[src/gsc_pkg.sv]
// Purpose: shared constants for the receiver host-side serial control
// Assumes: 50 MHz sys_clk
// Notes:   counts derive from times and clock rate
package gsc_pkg;
  localparam int CLK_HZ         = 50_000_000;
  localparam int PPS_PERIOD_MS  = 1000;
  localparam int PPS_WIDTH_MS   = 100;
  localparam int PPS_PERIOD_CYC = CLK_HZ / 1000 * PPS_PERIOD_MS;
  localparam int PPS_WIDTH_CYC  = CLK_HZ / 1000 * PPS_WIDTH_MS;
  localparam int BAUD_4800      = 4800;
  localparam int BAUD_9600      = 9600;
  localparam int BAUD_38400     = 38400;
  localparam int BAUD_115200    = 115200;
  localparam int DIV_4800       = CLK_HZ / BAUD_4800;
  localparam int DIV_9600       = CLK_HZ / BAUD_9600;
  localparam int DIV_38400      = CLK_HZ / BAUD_38400;
  localparam int DIV_115200     = CLK_HZ / BAUD_115200;
  localparam int HOT_OUTAGE_SEC = 7200;
  localparam int DIV_W          = 16;
  localparam int PPS_W          = 26;
  localparam int SEC_W          = 16;
  localparam int DATA_BITS      = 8;
  localparam int FRAME_BITS     = 10;
  // pin sync reset: {high strap, low strap, backup ok, supply low, reset pin}
  localparam logic [4:0] PIN_SYNC_RST = 5'h19;
  localparam logic [7:0] CH_DOLLAR    = 8'h24;
  localparam logic [7:0] CH_STAR      = 8'h2A;
  localparam logic [7:0] CH_CR        = 8'h0D;
  localparam logic [7:0] CH_LF        = 8'h0A;
  localparam logic [7:0] CH_ZERO      = 8'h30;
  localparam logic [7:0] CH_ALPHA_OFS = 8'h37;

  typedef enum logic [1:0] {
    START_COLD = 2'h0,
    START_WARM = 2'h1,
    START_HOT  = 2'h2
  } gsc_start_e;

  typedef enum logic [2:0] {
    FR_IDLE  = 3'h0,
    FR_HEAD  = 3'h1,
    FR_BODY  = 3'h3,
    FR_STAR  = 3'h2,
    FR_SUMHI = 3'h6,
    FR_SUMLO = 3'h7,
    FR_CR    = 3'h5,
    FR_LF    = 3'h4
  } gsc_frame_e;
endpackage

[src/gsc_uart_rx.sv]
// Purpose: 8N1 serial receiver with pin synchroniser
// Assumes: divisor stable while receiving
// Notes:   samples mid-bit, flags a bad stop bit
`timescale 1ns/1ps
`default_nettype none
module gsc_uart_rx (
  input  wire logic                    sys_clk,
  input  wire logic                    srst,
  input  wire logic [gsc_pkg::DIV_W-1:0] divisor,
  input  wire logic                    serialIn,
  output logic      [7:0]              rxData,
  output logic                         rxValid,
  output logic                         frameErr
);
  logic                      inMeta;
  logic                      inSync;
  logic                      busy;
  logic [gsc_pkg::DIV_W-1:0] divCnt;
  logic [3:0]                bitCnt;
  logic [7:0]                shiftReg;
  wire                       sampleNow = busy && (divCnt == 16'h0);
  wire                       lastBit   = (bitCnt == 4'(gsc_pkg::DATA_BITS + 1));

  always_ff @(posedge sys_clk) begin
    if (srst) begin
      inMeta <= 1'b1;
      inSync <= 1'b1;
    end else begin
      inMeta <= serialIn;
      inSync <= inMeta;
    end
  end

  always_ff @(posedge sys_clk) begin
    if (srst) begin
      busy     <= 1'b0;
      divCnt   <= 16'h0;
      bitCnt   <= 4'h0;
      shiftReg <= 8'h0;
      rxData   <= 8'h0;
      rxValid  <= 1'b0;
      frameErr <= 1'b0;
    end else begin
      rxValid  <= 1'b0;
      frameErr <= 1'b0;
      if (!busy) begin
        if (!inSync) begin
          busy   <= 1'b1;
          divCnt <= divisor >> 1;
          bitCnt <= 4'h0;
        end
      end else if (!sampleNow) begin
        divCnt <= divCnt - 16'h1;
      end else begin
        divCnt <= divisor - 16'h1;
        bitCnt <= bitCnt + 4'h1;
        if (bitCnt == 4'h0) begin
          busy <= !inSync;
        end else if (!lastBit) begin
          shiftReg <= {inSync, shiftReg[7:1]};
        end else begin
          busy     <= 1'b0;
          rxData   <= shiftReg;
          rxValid  <= inSync;
          frameErr <= !inSync;
        end
      end
    end
  end
endmodule
`default_nettype wire

[src/gsc_host_serial_ctrl.sv]
// Purpose: reset, strap, timing pulse, start mode and serial ports of the receiver
// Assumes: sys_clk keeps running from backup supply during outages
// Notes:   sentence payload comes from the navigation core
`timescale 1ns/1ps
`default_nettype none
//////////////////////////////////////////////////////////////////////////////
// What this block does
// RULE_01: reset pin held low fully resets the internal system; pin may float high.
// RULE_02: reset pin is input only and never driven by the device.
// RULE_03: main supply dropping below threshold forces internal reset.
// RULE_04: two straps pick 9600, 4800, 115200 or 38400 bit rate.
// RULE_05: primary port sends sentences, takes commands; secondary takes corrections.
// RULE_06: one timing pulse per second, rising edge marks second start.
// RULE_07: each timing pulse stays high exactly 100 ms.
// RULE_08: backup supply kept through outage gives hot or warm start by length.
// RULE_09: no backup supply means cold start at every power-up.
// RULE_10: sentences framed as dollar, payload, star, checksum, CR, LF.
// RULE_11: straps sampled once at reset release and held until next reset.
module gsc_host_serial_ctrl #(
  parameter int PPS_PERIOD_CYC = gsc_pkg::PPS_PERIOD_CYC,
  parameter int PPS_WIDTH_CYC  = gsc_pkg::PPS_WIDTH_CYC,
  parameter int DIV_4800       = gsc_pkg::DIV_4800,
  parameter int DIV_9600       = gsc_pkg::DIV_9600,
  parameter int HOT_OUTAGE_SEC = gsc_pkg::HOT_OUTAGE_SEC
) (
  input  wire logic       sys_clk,
  input  wire logic       srst,
  input  wire logic       resetPinN,
  input  wire logic       supplyLow,
  input  wire logic       backupSupplyOk,
  input  wire logic       baudHighStrap,
  input  wire logic       baudLowStrap,
  input  wire logic       primarySerialIn,
  input  wire logic       secondarySerialIn,
  output logic            primarySerialOut,
  input  wire logic [7:0] payloadData,
  input  wire logic       payloadValid,
  input  wire logic       payloadLast,
  output logic            payloadReady,
  output logic      [7:0] cmdData,
  output logic            cmdValid,
  output logic            cmdFrameErr,
  output logic      [7:0] rtcmData,
  output logic            rtcmValid,
  output logic            rtcmFrameErr,
  output logic            secondPulseOut,
  output logic            coreReset,
  output logic      [1:0] startMode,
  output logic            startValid,
  output logic      [1:0] baudSel
);
  //////////////////////////////////////////////////////////////////////////////
  // pin synchronisers and internal reset
  logic [4:0]                pinMeta;
  logic [4:0]                pinSync;
  logic                      sysRstDly;
  wire                       rstPinLow = !pinSync[0];
  wire                       supLow    = pinSync[1];
  wire                       backupOk  = pinSync[2];
  wire                       sysRst    = srst || rstPinLow || supLow; // see RULE_01 see RULE_03
  wire                       release_  = sysRstDly && !sysRst;

  always_ff @(posedge sys_clk) begin
    if (srst) begin
      pinMeta <= gsc_pkg::PIN_SYNC_RST;
      pinSync <= gsc_pkg::PIN_SYNC_RST;
    end else begin
      pinMeta <= {baudHighStrap, baudLowStrap, backupSupplyOk, supplyLow, resetPinN};
      pinSync <= pinMeta;
    end
  end

  // reset pin only sampled, no driver exists for it (see RULE_02)
  always_ff @(posedge sys_clk) begin
    sysRstDly <= sysRst;
    coreReset <= sysRst;
  end

  //////////////////////////////////////////////////////////////////////////////
  // strap decode, captured at release
  logic [gsc_pkg::DIV_W-1:0] baudDiv;
  wire  [1:0]                strapCode = {!pinSync[4], !pinSync[3]};
  wire  [gsc_pkg::DIV_W-1:0] strapDiv  =
    (strapCode == 2'h0) ? gsc_pkg::DIV_W'(DIV_9600) :
    (strapCode == 2'h1) ? gsc_pkg::DIV_W'(DIV_4800) :
    (strapCode == 2'h2) ? gsc_pkg::DIV_W'(gsc_pkg::DIV_115200) :
                          gsc_pkg::DIV_W'(gsc_pkg::DIV_38400); // see RULE_04

  always_ff @(posedge sys_clk) begin
    if (srst) begin
      baudSel <= 2'h0;
      baudDiv <= gsc_pkg::DIV_W'(DIV_9600);
    end else if (release_) begin
      baudSel <= strapCode; // see RULE_11
      baudDiv <= strapDiv;
    end
  end

  //////////////////////////////////////////////////////////////////////////////
  // second pulse
  logic [gsc_pkg::PPS_W-1:0] ppsCnt;
  wire  [gsc_pkg::PPS_W-1:0] next_ppsCnt = (ppsCnt == gsc_pkg::PPS_W'(PPS_PERIOD_CYC - 1)) ?
                                           '0 : ppsCnt + 1'b1; // see RULE_06

  always_ff @(posedge sys_clk) begin
    if (sysRst) begin
      ppsCnt         <= gsc_pkg::PPS_W'(PPS_PERIOD_CYC - 1);
      secondPulseOut <= 1'b0;
    end else begin
      ppsCnt         <= next_ppsCnt;
      secondPulseOut <= (next_ppsCnt < gsc_pkg::PPS_W'(PPS_WIDTH_CYC)); // see RULE_07
    end
  end

  //////////////////////////////////////////////////////////////////////////////
  // outage timing and start mode
  logic [gsc_pkg::PPS_W-1:0] outPre;
  logic [gsc_pkg::SEC_W-1:0] outSec;
  logic                      backupKept;
  wire                       outSecTick = (outPre == gsc_pkg::PPS_W'(PPS_PERIOD_CYC - 1));
  wire                       outShort   = (outSec <= gsc_pkg::SEC_W'(HOT_OUTAGE_SEC));
  wire  [1:0]                next_start = !backupKept ? gsc_pkg::START_COLD :
                                          outShort   ? gsc_pkg::START_HOT  :
                                                       gsc_pkg::START_WARM; // see RULE_08

  always_ff @(posedge sys_clk) begin
    if (srst) begin
      outPre     <= '0;
      outSec     <= '0;
      backupKept <= 1'b0; // see RULE_09
      startMode  <= gsc_pkg::START_COLD;
      startValid <= 1'b0;
    end else begin
      startValid <= release_;
      if (release_) begin
        startMode  <= next_start;
        outPre     <= '0;
        outSec     <= '0;
        backupKept <= backupOk;
      end else if (supLow) begin
        outPre <= outSecTick ? '0 : outPre + 1'b1;
        if (outSecTick && outSec != '1) begin
          outSec <= outSec + 1'b1;
        end
        if (!backupOk) begin
          backupKept <= 1'b0; // see RULE_09
        end
      end else if (!sysRst) begin
        backupKept <= backupOk; // see RULE_08
      end
    end
  end

  //////////////////////////////////////////////////////////////////////////////
  // sentence framer
  gsc_pkg::gsc_frame_e       frState;
  gsc_pkg::gsc_frame_e       next_frState;
  logic [7:0]                checkSum;
  logic                      txBusy;
  logic [gsc_pkg::DIV_W-1:0] txDivCnt;
  logic [3:0]                txBitCnt;
  logic [9:0]                txShift;

  function automatic logic [7:0] hexChar(input logic [3:0] nib);
    hexChar = (nib < 4'hA) ? gsc_pkg::CH_ZERO + {4'h0, nib} : gsc_pkg::CH_ALPHA_OFS + {4'h0, nib};
  endfunction

  wire        txFree  = !txBusy && !sysRst;
  wire        isBody  = (frState == gsc_pkg::FR_BODY);
  wire        txLoad  = txFree && (frState != gsc_pkg::FR_IDLE) && (!isBody || payloadValid);
  wire [7:0]  txByte  =
    (frState == gsc_pkg::FR_HEAD)  ? gsc_pkg::CH_DOLLAR :
    (frState == gsc_pkg::FR_BODY)  ? payloadData :
    (frState == gsc_pkg::FR_STAR)  ? gsc_pkg::CH_STAR :
    (frState == gsc_pkg::FR_SUMHI) ? hexChar(checkSum[7:4]) :
    (frState == gsc_pkg::FR_SUMLO) ? hexChar(checkSum[3:0]) :
    (frState == gsc_pkg::FR_CR)    ? gsc_pkg::CH_CR : gsc_pkg::CH_LF; // see RULE_10

  assign payloadReady = txFree && isBody; // see RULE_05

  always_comb begin
    next_frState = frState;
    case (frState)
      gsc_pkg::FR_IDLE:  if (payloadValid && !sysRst) next_frState = gsc_pkg::FR_HEAD;
      gsc_pkg::FR_HEAD:  if (txLoad) next_frState = gsc_pkg::FR_BODY;
      gsc_pkg::FR_BODY:  if (txLoad && payloadLast) next_frState = gsc_pkg::FR_STAR;
      gsc_pkg::FR_STAR:  if (txLoad) next_frState = gsc_pkg::FR_SUMHI;
      gsc_pkg::FR_SUMHI: if (txLoad) next_frState = gsc_pkg::FR_SUMLO;
      gsc_pkg::FR_SUMLO: if (txLoad) next_frState = gsc_pkg::FR_CR;
      gsc_pkg::FR_CR:    if (txLoad) next_frState = gsc_pkg::FR_LF;
      gsc_pkg::FR_LF:    if (txLoad) next_frState = gsc_pkg::FR_IDLE;
      default:           next_frState = gsc_pkg::FR_IDLE;
    endcase
  end

  always_ff @(posedge sys_clk) begin
    if (sysRst) begin
      frState  <= gsc_pkg::FR_IDLE;
      checkSum <= 8'h0;
    end else begin
      frState <= next_frState;
      if (frState == gsc_pkg::FR_HEAD) begin
        checkSum <= 8'h0;
      end else if (isBody && txLoad) begin
        checkSum <= checkSum ^ payloadData; // see RULE_10
      end
    end
  end

  //////////////////////////////////////////////////////////////////////////////
  // primary serial transmitter, 8N1
  always_ff @(posedge sys_clk) begin
    if (sysRst) begin
      txBusy           <= 1'b0;
      txDivCnt         <= '0;
      txBitCnt         <= 4'h0;
      txShift          <= 10'h3FF;
      primarySerialOut <= 1'b1;
    end else begin
      primarySerialOut <= txBusy ? txShift[0] : 1'b1;
      if (txLoad) begin
        txBusy   <= 1'b1;
        txShift  <= {1'b1, txByte, 1'b0};
        txDivCnt <= baudDiv - 1'b1;
        txBitCnt <= 4'h0;
      end else if (txBusy) begin
        if (txDivCnt != '0) begin
          txDivCnt <= txDivCnt - 1'b1;
        end else begin
          txDivCnt <= baudDiv - 1'b1;
          txShift  <= {1'b1, txShift[9:1]};
          txBitCnt <= txBitCnt + 4'h1;
          txBusy   <= (txBitCnt != 4'(gsc_pkg::FRAME_BITS - 1));
        end
      end
    end
  end

  //////////////////////////////////////////////////////////////////////////////
  // receivers: commands on primary, corrections on secondary (see RULE_05)
  gsc_uart_rx u_cmd_rx (
    .sys_clk  (sys_clk),
    .srst     (sysRst),
    .divisor  (baudDiv),
    .serialIn (primarySerialIn),
    .rxData   (cmdData),
    .rxValid  (cmdValid),
    .frameErr (cmdFrameErr)
  );

  gsc_uart_rx u_rtcm_rx (
    .sys_clk  (sys_clk),
    .srst     (sysRst),
    .divisor  (baudDiv),
    .serialIn (secondarySerialIn),
    .rxData   (rtcmData),
    .rxValid  (rtcmValid),
    .frameErr (rtcmFrameErr)
  );
endmodule
`default_nettype wire

[config.mk]
export PLATFORM = sky130hd
export DESIGN_NAME = gsc_host_serial_ctrl
export DESIGN_NICKNAME = d
export VERILOG_FILES = /design/src/gsc_pkg.sv /design/src/gsc_uart_rx.sv /design/src/gsc_host_serial_ctrl.sv
export SDC_FILE = /design/constraint.sdc
export NUM_CORES = 1
export LEC_CHECK = 0
export ABC_CLOCK_PERIOD_IN_PS = 2950
export BUFFER_PORTS_ARGS = -buffer_cell sky130_fd_sc_hd__buf_2
export CORE_MARGIN = 2
export CORE_UTILIZATION = 45
export CTS_CLUSTER_SIZE = 8
export DETAILED_ROUTE_END_ITERATION = 12
export SLEW_MARGIN = 10
export SYNTH_ARGS = -nofsm -noshare
export SYNTH_HDL_FRONTEND = slang
export SYNTH_HIERARCHICAL = 1
export SYNTH_SLANG_ARGS = --single-unit
[constraint.sdc]
create_clock -name sys_clk -period 2.95 [get_ports sys_clk]
set_input_delay 0.7375 -clock sys_clk [delete_from_list [all_inputs] [get_ports sys_clk]]
set_output_delay 0.7375 -clock sys_clk [all_outputs]
set_load 0.005 [all_outputs]
[Word level (Yosys, flattened, before mapping)]
Index checks and enable logic that the tools add are counted.
Storage, ports and cells
  register bits: 226
  bits of input ports: 19
  output and inout bits: 29
  word-level logic and storage cells: 203
Cells by class
  add/subtract/negate cells: 14
  magnitude comparators: 4
  equal/unequal tests: 30
  multiplexer cells: 59
  bitwise logic cells: 11
  reductions and logical operators: 48
Operators with widths (number)
  $mux 16: 9
  $sub 16x1->16 const B: 4
  $add 26x1->26 const B: 2
  $eq 26x26->1 const B: 2
  $mux 26: 2
  $mux 7: 5
  $logic_not 16->1: 2
  $add 6x4->7 const A: 4
  $mux 14: 2
  $mux 3: 9
  $mux 9: 3
  $lt 26x23->1 const B: 1
  $mux 4: 6
  $ne 2x2->1 const B: 12
  $pmux 3 s8: 1
  $mux 1: 17
  $add 16x1->16 const B: 1
  $le 16x13->1 const B: 1
  $mux 8: 2
  $ne 16x16->1 const B: 1
  $reduce_and 4->1: 4
  $reduce_bool 16->1: 1
  $add 4x1->4 const B: 3
  $eq 3x3->1 const B: 4
  other kinds (25): 68

[Longest topological paths before layout]
Gate-level depths: netlist of the first run.
  word-level depth: 10
  depth in mapped cells: 11

[Hierarchy]
Netlist of the first run, hierarchy kept.
By module, submodules not included
  gsc_host_serial_ctrl: instances 1, cells each 811, area each 6655.1 µm², sequential area each 2682.6 µm²
  gsc_uart_rx: instances 2, cells each 295, area each 2577.5 µm², sequential area each 820.8 µm²

[Least setup slack after synthesis of the first run]
Ideal clock, no wire load.
  kind: input port to flip-flop
  from: input srst
  to: register u_cmd_rx/divCnt[4] in the netlist's numbering
  arrival time: 2637 ps
  path slack: 239 ps
  cell stages on the path: 10
  buffers on the path: 3
  path through: nor3b_4 > inv_2 > clkbuf_1 > buf_1 > clkdlybuf4s50_1 > inv_1 > o21ai_0 > a31oi_1 > o41ai_1 > a31oi_1
On the way
  word-level cells in the longest chain between the ends: 2
RTL lines
  from (decl): line gsc_host_serial_ctrl.sv:27  | input wire logic srst,
  $logic_or 1x1->1 (2 in a row): line gsc_host_serial_ctrl.sv:60  | wire sysRst = srst || rstPinLow || supLow;
  named net sysRst: line gsc_host_serial_ctrl.sv:60
  to (signal assigned): line gsc_uart_rx.sv:49  | divCnt <= divisor >> 1;
  to (signal assigned): line gsc_uart_rx.sv:53  | divCnt <= divCnt - 16'h1;
  to (signal assigned): line gsc_uart_rx.sv:55  | divCnt <= divisor - 16'h1;
  to (decl): line gsc_uart_rx.sv:18  | logic [gsc_pkg::DIV_W-1:0] divCnt;
The timed path passes the listed nets, and every way through them passes these cells.
A chain may end at the register's enable or synchronous reset.

[Worst setup path after layout of the first run]
  from: register pinSync[1]
  to: output payloadReady
On the way
  word-level cells in the longest chain between the ends: 4
RTL lines
  from (decl): line gsc_host_serial_ctrl.sv:55  | logic [4:0] pinSync;
  from (signal assigned): line gsc_host_serial_ctrl.sv:66  | pinSync <= gsc_pkg::PIN_SYNC_RST;
  from (signal assigned): line gsc_host_serial_ctrl.sv:69  | pinSync <= pinMeta;
  $logic_or 1x1->1: line gsc_host_serial_ctrl.sv:60
  $logic_not 1->1: line gsc_host_serial_ctrl.sv:168  | wire txFree = !txBusy && !sysRst;
  $logic_and 1x1->1: line gsc_host_serial_ctrl.sv:168
  $logic_and 1x1->1: line gsc_host_serial_ctrl.sv:179  | assign payloadReady = txFree && isBody;
  to (decl): line gsc_host_serial_ctrl.sv:39  | output logic payloadReady,
No other way between the ends.

==> results.py, run 1 <==
metrics = {
    "run_status": {
        "outcome": "complete, no violations",
    },
    "die": {
        "ios": 48,
        "core_sq_um": 25900,
        "die_area_sq_um": 27600,
        "rows": 59,
        "die_y_microns": 166,
        "die_w_microns": 166,
        "initial_core_util_pct": 45.6,
    },
    "route": {
        "viasPerCell": 5.62,
        "antenna_left": 0,
        "post-route-drc-count": 0,
        "avgRoutedWirePerCell_microns": 15.4,
        "drt-total-wl_microns": 28300,
        "num_vias": 10321,
        "dr.pass1.iters": 5,
        "drtIter0Drc": 634,
    },
    "placed_design": {
        "place_worst_setup_slack_ps": 168,
        "place_congestion": 0.909,
        "dp_hpwl_microns": 19100,
        "portBuffers": 47,
    },
    "min_path": {
        "hold_class": "input port to flip-flop",
    },
    "yosys": {
        "syn_inst": 1401,
        "synth_common_cells": "dfxtp_1, nor2_1, nand2_1",
        "syn_area_sq_um": 11800,
        "synth_top_area_cell": "dfxtp_1",
        "synth.distinct_cells": 84,
        "synth_edf_count": 0,
        "ys_seq_elements": 216,
        "yosysWarnings": 6,
        "yosysSeqAreaShare_pct": 36.6,
        "synthArstFlopShare_pct": 0,
        "yosysMostFrequentCell": "dfxtp_1",
        "avgSynthCellArea_sq_um": 8.43,
        "synth.area.top_cells": "dfxtp_1, nor2_1, nand2_1, xnor2_1, mux2i_1",
        "synth_top_flop_cell": "dfxtp_1",
        "synth_top_area_share_pct": 36.6,
    },
    "setup_path": {
        "crit_path_start": "pinSync[1]",
        "r2r_end": "u_rtcm_rx/divCnt[14]",
        "r2r_cells": 10,
        "r2r_start": "u_rtcm_rx/divCnt[6]",
        "cp-endpoint": "payloadReady",
        "crit_arrival_ps": 1950,
        "critPathLaunchType": "flip-flop",
        "cp_max_fo": 36,
        "path_class": "flip-flop to output port",
        "critPathCaptureType": "output port",
        "r2r_slack_ps": 360,
        "required_ps": 2210,
    },
    "clock_network": {
        "cts_inserted_buffers": 31,
        "clock_sinks": 216,
        "clk_latency_ps": 550,
        "htree_num_levels": 1,
        "tritoncts": "built",
        "cts-hold-fix-buffers": 0,
        "post_cts_resized": 0,
        "root_buffer": "clkbuf_16",
        "cts.clk_slew.worst_paths_ps": 50,
        "clk_path_buf_depth": 3,
        "cts_setup_buffers": 0,
    },
    "pwr": {
        "internal_power_mw": 5.80,
        "switching_power_mw": 2.73,
        "max-vdd-ir-drop_mv": 0.427,
        "combPwrFrac_pct": 24.2,
        "p_per_area_nw_per_um2": 636,
        "p_leak_nw": 5.02,
        "clkPwrFrac_pct": 35.7,
        "pwr-share-seq_pct": 40.1,
        "switching_share_pct": 32.0,
    },
    "sta": {
        "hold_viol": 0,
        "min_period_over_period_pct": 91.2,
        "slew_headroom_pct": 36.8,
        "slew_violations": 0,
        "fin_worst_skew_ps": 24.6,
        "fmax_mhz": 371,
        "setup_viol": 0,
        "worst_slew_pin_slew_ps": 940,
        "rsz0062_at_grt": "no",
        "setup_slack_ps": 258,
        "setup_tns_ps": 0,
        "finalCriticalPeriod_ps": 2690,
    },
    "grt": {
        "grt-ovfl-total": 0,
        "grt_max_degree": 79,
        "grt_first_pass_wirelength_microns": 48200,
        "grt_pass1_vias": 9879,
        "antenna_found_initial": 0,
        "grt_usage_pct": 20.1,
    },
    "final_layout": {
        "area_growth_pct": 13.6,
        "seq_area_sq_um": 4320,
        "nNetsFinal": 1543,
        "multi_input_area_sq_um": 7100,
        "n_antenna_cell": 0,
        "fillers": 2469,
        "drive_above_1_share_pct": 13.7,
    },
    "flow_run": {
        "maxCapViolations": 0,
    },
}
metrics by stage:
step	hold WS [ps]	cell area (sq um)	std cells	utilization, %	power, mW
floorplan	389	12000	1443	-	4.98
global placement	400	12600	1802	48.7	5.49
detailed placement	398	12600	1802	48.7	5.51
CTS	347	13400	1837	51.8	8.61
global route	369	13400	1837	51.8	9.00
finish	366	13400	1837	51.8	8.53
sequential cells by signal (all words and copies together), names as in the netlist, 9 cells and up, named ones only:
| signal | count |
|---|---|
| u_cmd_rx/divCnt | 16 |
| txDivCnt | 16 |
| outSec | 16 |
| outPre | 26 |
| txShift | 9 |
| u_rtcm_rx/divCnt | 16 |
| ppsCnt | 26 |
power by group through the flow:
stage / clock (mW) / sequential, mW / combinational, mW
after floorplan: 0 / 3.36 / 1.62
after detailed placement: 0 / 3.47 / 2.04
after CTS: 3.15 / 3.41 / 2.05
after global placement: 0 / 3.46 / 2.03
final: 3.05 / 3.42 / 2.07
after global routing: 3.26 / 3.45 / 2.30
critical path, stage by stage (launching register included):
cell and delay [ps]:
dfxtp_1 410, nor3b_4 250, buf_4 380, and3_1 240
buf_2 120
layout by cell type, fill, tap and decap left out, drive strengths merged, types with 6 or more instances in the layout:
| master | synthesis | layout |
|---|---|---|
| o41ai | 7 | 7 |
| or3 | 20 | 20 |
| nor2b | 17 | 17 |
| or2 | 14 | 14 |
| xnor2 | 49 | 49 |
| nand2b | 14 | 14 |
| o31ai | 9 | 9 |
| nor4b | 7 | 7 |
| clkbuf | 40 | 33 |
| nor2 | 153 | 153 |
| nor3 | 55 | 55 |
| nand3b | 11 | 11 |
| nor3b | 9 | 9 |
| a31o | 8 | 8 |
| o211ai | 10 | 10 |
| and2 | 9 | 9 |
| ha | 24 | 24 |
| or4 | 8 | 8 |
| o21ai | 60 | 60 |
| a2111oi | 6 | 6 |
| o31a | 6 | 6 |
| nand2 | 127 | 127 |
| nor4 | 31 | 31 |
| nand4 | 34 | 34 |
| o2111ai | 7 | 7 |
| a31oi | 32 | 32 |
| a21oi | 79 | 79 |
| and3 | 19 | 19 |
| and4 | 8 | 8 |
| xor2 | 41 | 41 |
| a211oi | 19 | 19 |
| conb | 2 | 44 |
| a21o | 6 | 6 |
| mux2i | 41 | 41 |
| o22ai | 14 | 14 |
| nand3 | 52 | 52 |
| inv | 44 | 44 |
| buf | 29 | 95 |
| dfxtp | 216 | 216 |
how the worst min path moves through the flow:
| stage | slack (ps) | start | end | cells past startpoint |
|---|---|---|---|---|
| after floorplan | 390 | pinMeta[0] | pinSync[0] | 1 |
| after global placement | 400 | u_cmd_rx/inMeta | u_cmd_rx/inSync | 1 |
| after detailed placement | 400 | u_cmd_rx/inMeta | u_cmd_rx/inSync | 1 |
| after CTS | 350 | secondarySerialIn | u_rtcm_rx/inMeta | 2 |
| after global routing | 370 | baudHighStrap | pinMeta[4] | 2 |
| final | 370 | secondarySerialIn | u_rtcm_rx/inMeta | 2 |
area by class of cell:
class,count,share of cell area [%]
tap,335,3.12
timing repair buffer,95,4.53
clock buffer,33,5.84
inverter,45,1.27
sequential,216,32.2
clock inverter,2,0.131
multi-input combinational,1111,52.9
metal layers:
layer	vias up	track usage, %	part of all wire [%]
met5	-	0	0
met4	0	4.46	1.0
met3	28	2.79	4.8
met2	215	32.6	45
met1	4833	28.5	49
li1	5245	-	-
kinds of logic after synthesis:
kind of cell	count (synthesis)	synth area share (%)
compound gates	308	17.4
buf+inv	116	4.67
fa+ha+maj	24	2.54
mux	46	3.95
simple gates	599	28.1
xor+xnor	90	6.67
flops	216	36.6
other cells	2	0.0636
No activity file was read; power rests on OpenSTA's default activity.
==> run 2: changes to the inputs <==
--- a/config.mk
+++ b/config.mk
@@ -9,7 +9,7 @@
 export BUFFER_PORTS_ARGS = -buffer_cell sky130_fd_sc_hd__buf_2
 export CORE_MARGIN = 2
 export CORE_UTILIZATION = 45
-export CTS_CLUSTER_SIZE = 8
+export CTS_BUF_LIST = sky130_fd_sc_hd__clkbuf_4
 export DETAILED_ROUTE_END_ITERATION = 12
 export SLEW_MARGIN = 10
 export SYNTH_ARGS = -nofsm -noshare
==> run 2 against run 1 <==
Compared with the run above:
- worst hold slack lost 140 ps
- sequential share of layout area is essentially flat
- worst setup slack lost 56 ps
- clock power shrank 7.2%
- sequential power is essentially flat
- clock-buffer cell count grew 48
- via count grew 2.4%
- largest cell class unchanged
- largest power group unchanged
==> results.py, run 2 (synthesized netlist as in run 1, its figures left out) <==
metrics = {
    "sta": {
        "hold_viol": 0,
        "worst_slew_pin_slew_ps": 928,
        "finalCriticalPeriod_ps": 2750,
        "setup_tns_ps": 0,
        "slew_violations": 0,
        "slew_headroom_pct": 37.6,
        "min_period_over_period_pct": 93.1,
        "setup_slack_ps": 202,
        "fmax_mhz": 364,
        "rsz0062_at_grt": "no",
        "fin_worst_skew_ps": 27.4,
        "setup_viol": 0,
    },
    "final_layout": {
        "reg.largest.list": "outPre: 26 flops, ppsCnt: 26 flops",
        "mostFrequentLayoutCells": "dfxtp_1, nor2_1, nand2_1",
        "fillers": 2521,
        "drive_above_1_share_pct": 16.9,
        "stdcell_count": 1911,
        "nNetsFinal": 1571,
        "area_growth_pct": 13.7,
        "final_area_sq_um": 13400,
        "final_common_cell": "dfxtp_1",
    },
    "clock_network": {
        "clk_latency_ps": 700,
        "htree_num_levels": 2,
        "clock_sinks": 216,
        "root_buffer": "clkbuf_4",
        "clk_path_buf_depth": 3,
        "tritoncts": "built",
        "cts_inserted_buffers": 59,
        "cts.clk_slew.worst_paths_ps": 60,
    },
    "setup_path": {
        "path_class": "flip-flop to output port",
        "required_ps": 2210,
        "critPathLaunchType": "flip-flop",
        "crit_chain": "nor3b_4 > buf_6 > and3_1 > buf_2",
        "critPathCaptureType": "output port",
        "max_stage_delay_ps": 410,
        "cp_max_fo": 36,
        "crit_arrival_ps": 2010,
        "crit_slowest_cell": "dfxtp_1",
    },
    "route": {
        "num_vias": 10570,
        "viasPerCell": 5.53,
        "antenna_left": 0,
        "dr.pass1.iters": 5,
        "avgRoutedWirePerCell_microns": 14.9,
        "drt-total-wl_microns": 28500,
        "post-route-drc-count": 0,
        "drtIter0Drc": 665,
    },
    "pwr": {
        "p_leak_nw": 5.10,
        "switching_power_mw": 2.81,
        "pwr-share-seq_pct": 41.0,
        "clkPwrFrac_pct": 34.1,
        "internal_power_mw": 5.50,
        "p_per_area_nw_per_um2": 619,
        "max-vdd-ir-drop_mv": 0.372,
        "switching_share_pct": 33.8,
        "combPwrFrac_pct": 24.9,
        "p_total_mw": 8.31,
    },
    "die": {
        "die_y_microns": 166,
        "die_area_sq_um": 27600,
        "die_w_microns": 166,
        "ios": 48,
        "rows": 59,
        "initial_core_util_pct": 45.6,
        "core_sq_um": 25900,
    },
    "min_path": {
        "hold_class": "input port to flip-flop",
    },
    "grt": {
        "grt-ovfl-total": 0,
        "grt_first_pass_wirelength_microns": 48400,
        "grt_pass1_vias": 10078,
        "grt_max_degree": 79,
        "grt_usage_pct": 20.3,
        "antenna_found_initial": 1,
    },
    "placed_design": {
        "portBuffers": 47,
        "postPlaceCellArea_sq_um": 12600,
        "place_worst_setup_slack_ps": 168,
        "dp.cells": 1802,
        "place_congestion": 0.909,
        "dp_hpwl_microns": 19100,
    },
    "run_status": {
        "outcome": "complete, no violations",
    },
    "flow_run": {
        "maxCapViolations": 0,
    },
}
==> run 2: layout make-up <==
class	instances	area (sq um)	area share [%]
antenna	1	2.50	0.0186
clock buffer	81	608	4.53
multi-input combinational	1111	7100	52.9
inverter	45	170	1.27
clock inverter	27	193	1.43
timing repair buffer	95	612	4.56
sequential	216	4330	32.2
tap	335	419	3.12
==> run 2: repair_timing <==
| item | 4_1_cts | 5_1_grt |
|---|---|---|
| hold endpoints to repair | 0 | 0 |
| resized for setup | 0 | 2 |
| setup buffers | 0 | 0 |
| setup endpoints to repair | 0 | 1 |
| hold buffers | 0 | 0 |
==> run 2: worst paths after layout <==
check	startpoint	endpoint	slack (ps)	depth (start not counted)
max reg2reg	u_cmd_rx/divCnt[4]	u_cmd_rx/divCnt[14]	380	10
min reg2reg	u_cmd_rx/inMeta	u_cmd_rx/inSync	400	1
min	secondarySerialIn	u_rtcm_rx/inMeta	230	2
max	pinSync[1]	payloadReady	200	4
==> run 2: through the flow <==
| stage | utilization, % | hold WS, ps |
|---|---|---|
| finish | 51.8 | 226 |
| CTS | 51.8 | 155 |
| global route | 51.8 | 177 |
| global placement | 48.7 | 400 |
| detailed placement | 48.7 | 398 |
| floorplan | - | 389 |
==> run 2: worst max-delay path: cells and delay by family, from the launching register on <==
family                 cells  cell delay [ps]
AND/OR/NAND/NOR            2              500
flip-flops                 1              410
buffers and inverters      2              420
==> run 2: power by group through the flow <==
| stage | Combinational [mW] | Sequential [mW] | Clock [mW] |
|---|---|---|---|
| after floorplan | 1.62 | 3.36 | 0 |
| after global routing | 2.30 | 3.44 | 3.08 |
| after detailed placement | 2.04 | 3.47 | 0 |
| after CTS | 2.05 | 3.40 | 2.94 |
| after global placement | 2.03 | 3.46 | 0 |
| final | 2.07 | 3.41 | 2.83 |
==> run 2: routing by layer <==
metal	track usage [%]	vias up	part of all wire [%]
met5	0	-	0
met4	7.26	0	1.9
met3	3.55	48	5.5
met2	31.7	258	44
met1	28.3	4911	48
li1	-	5353	-
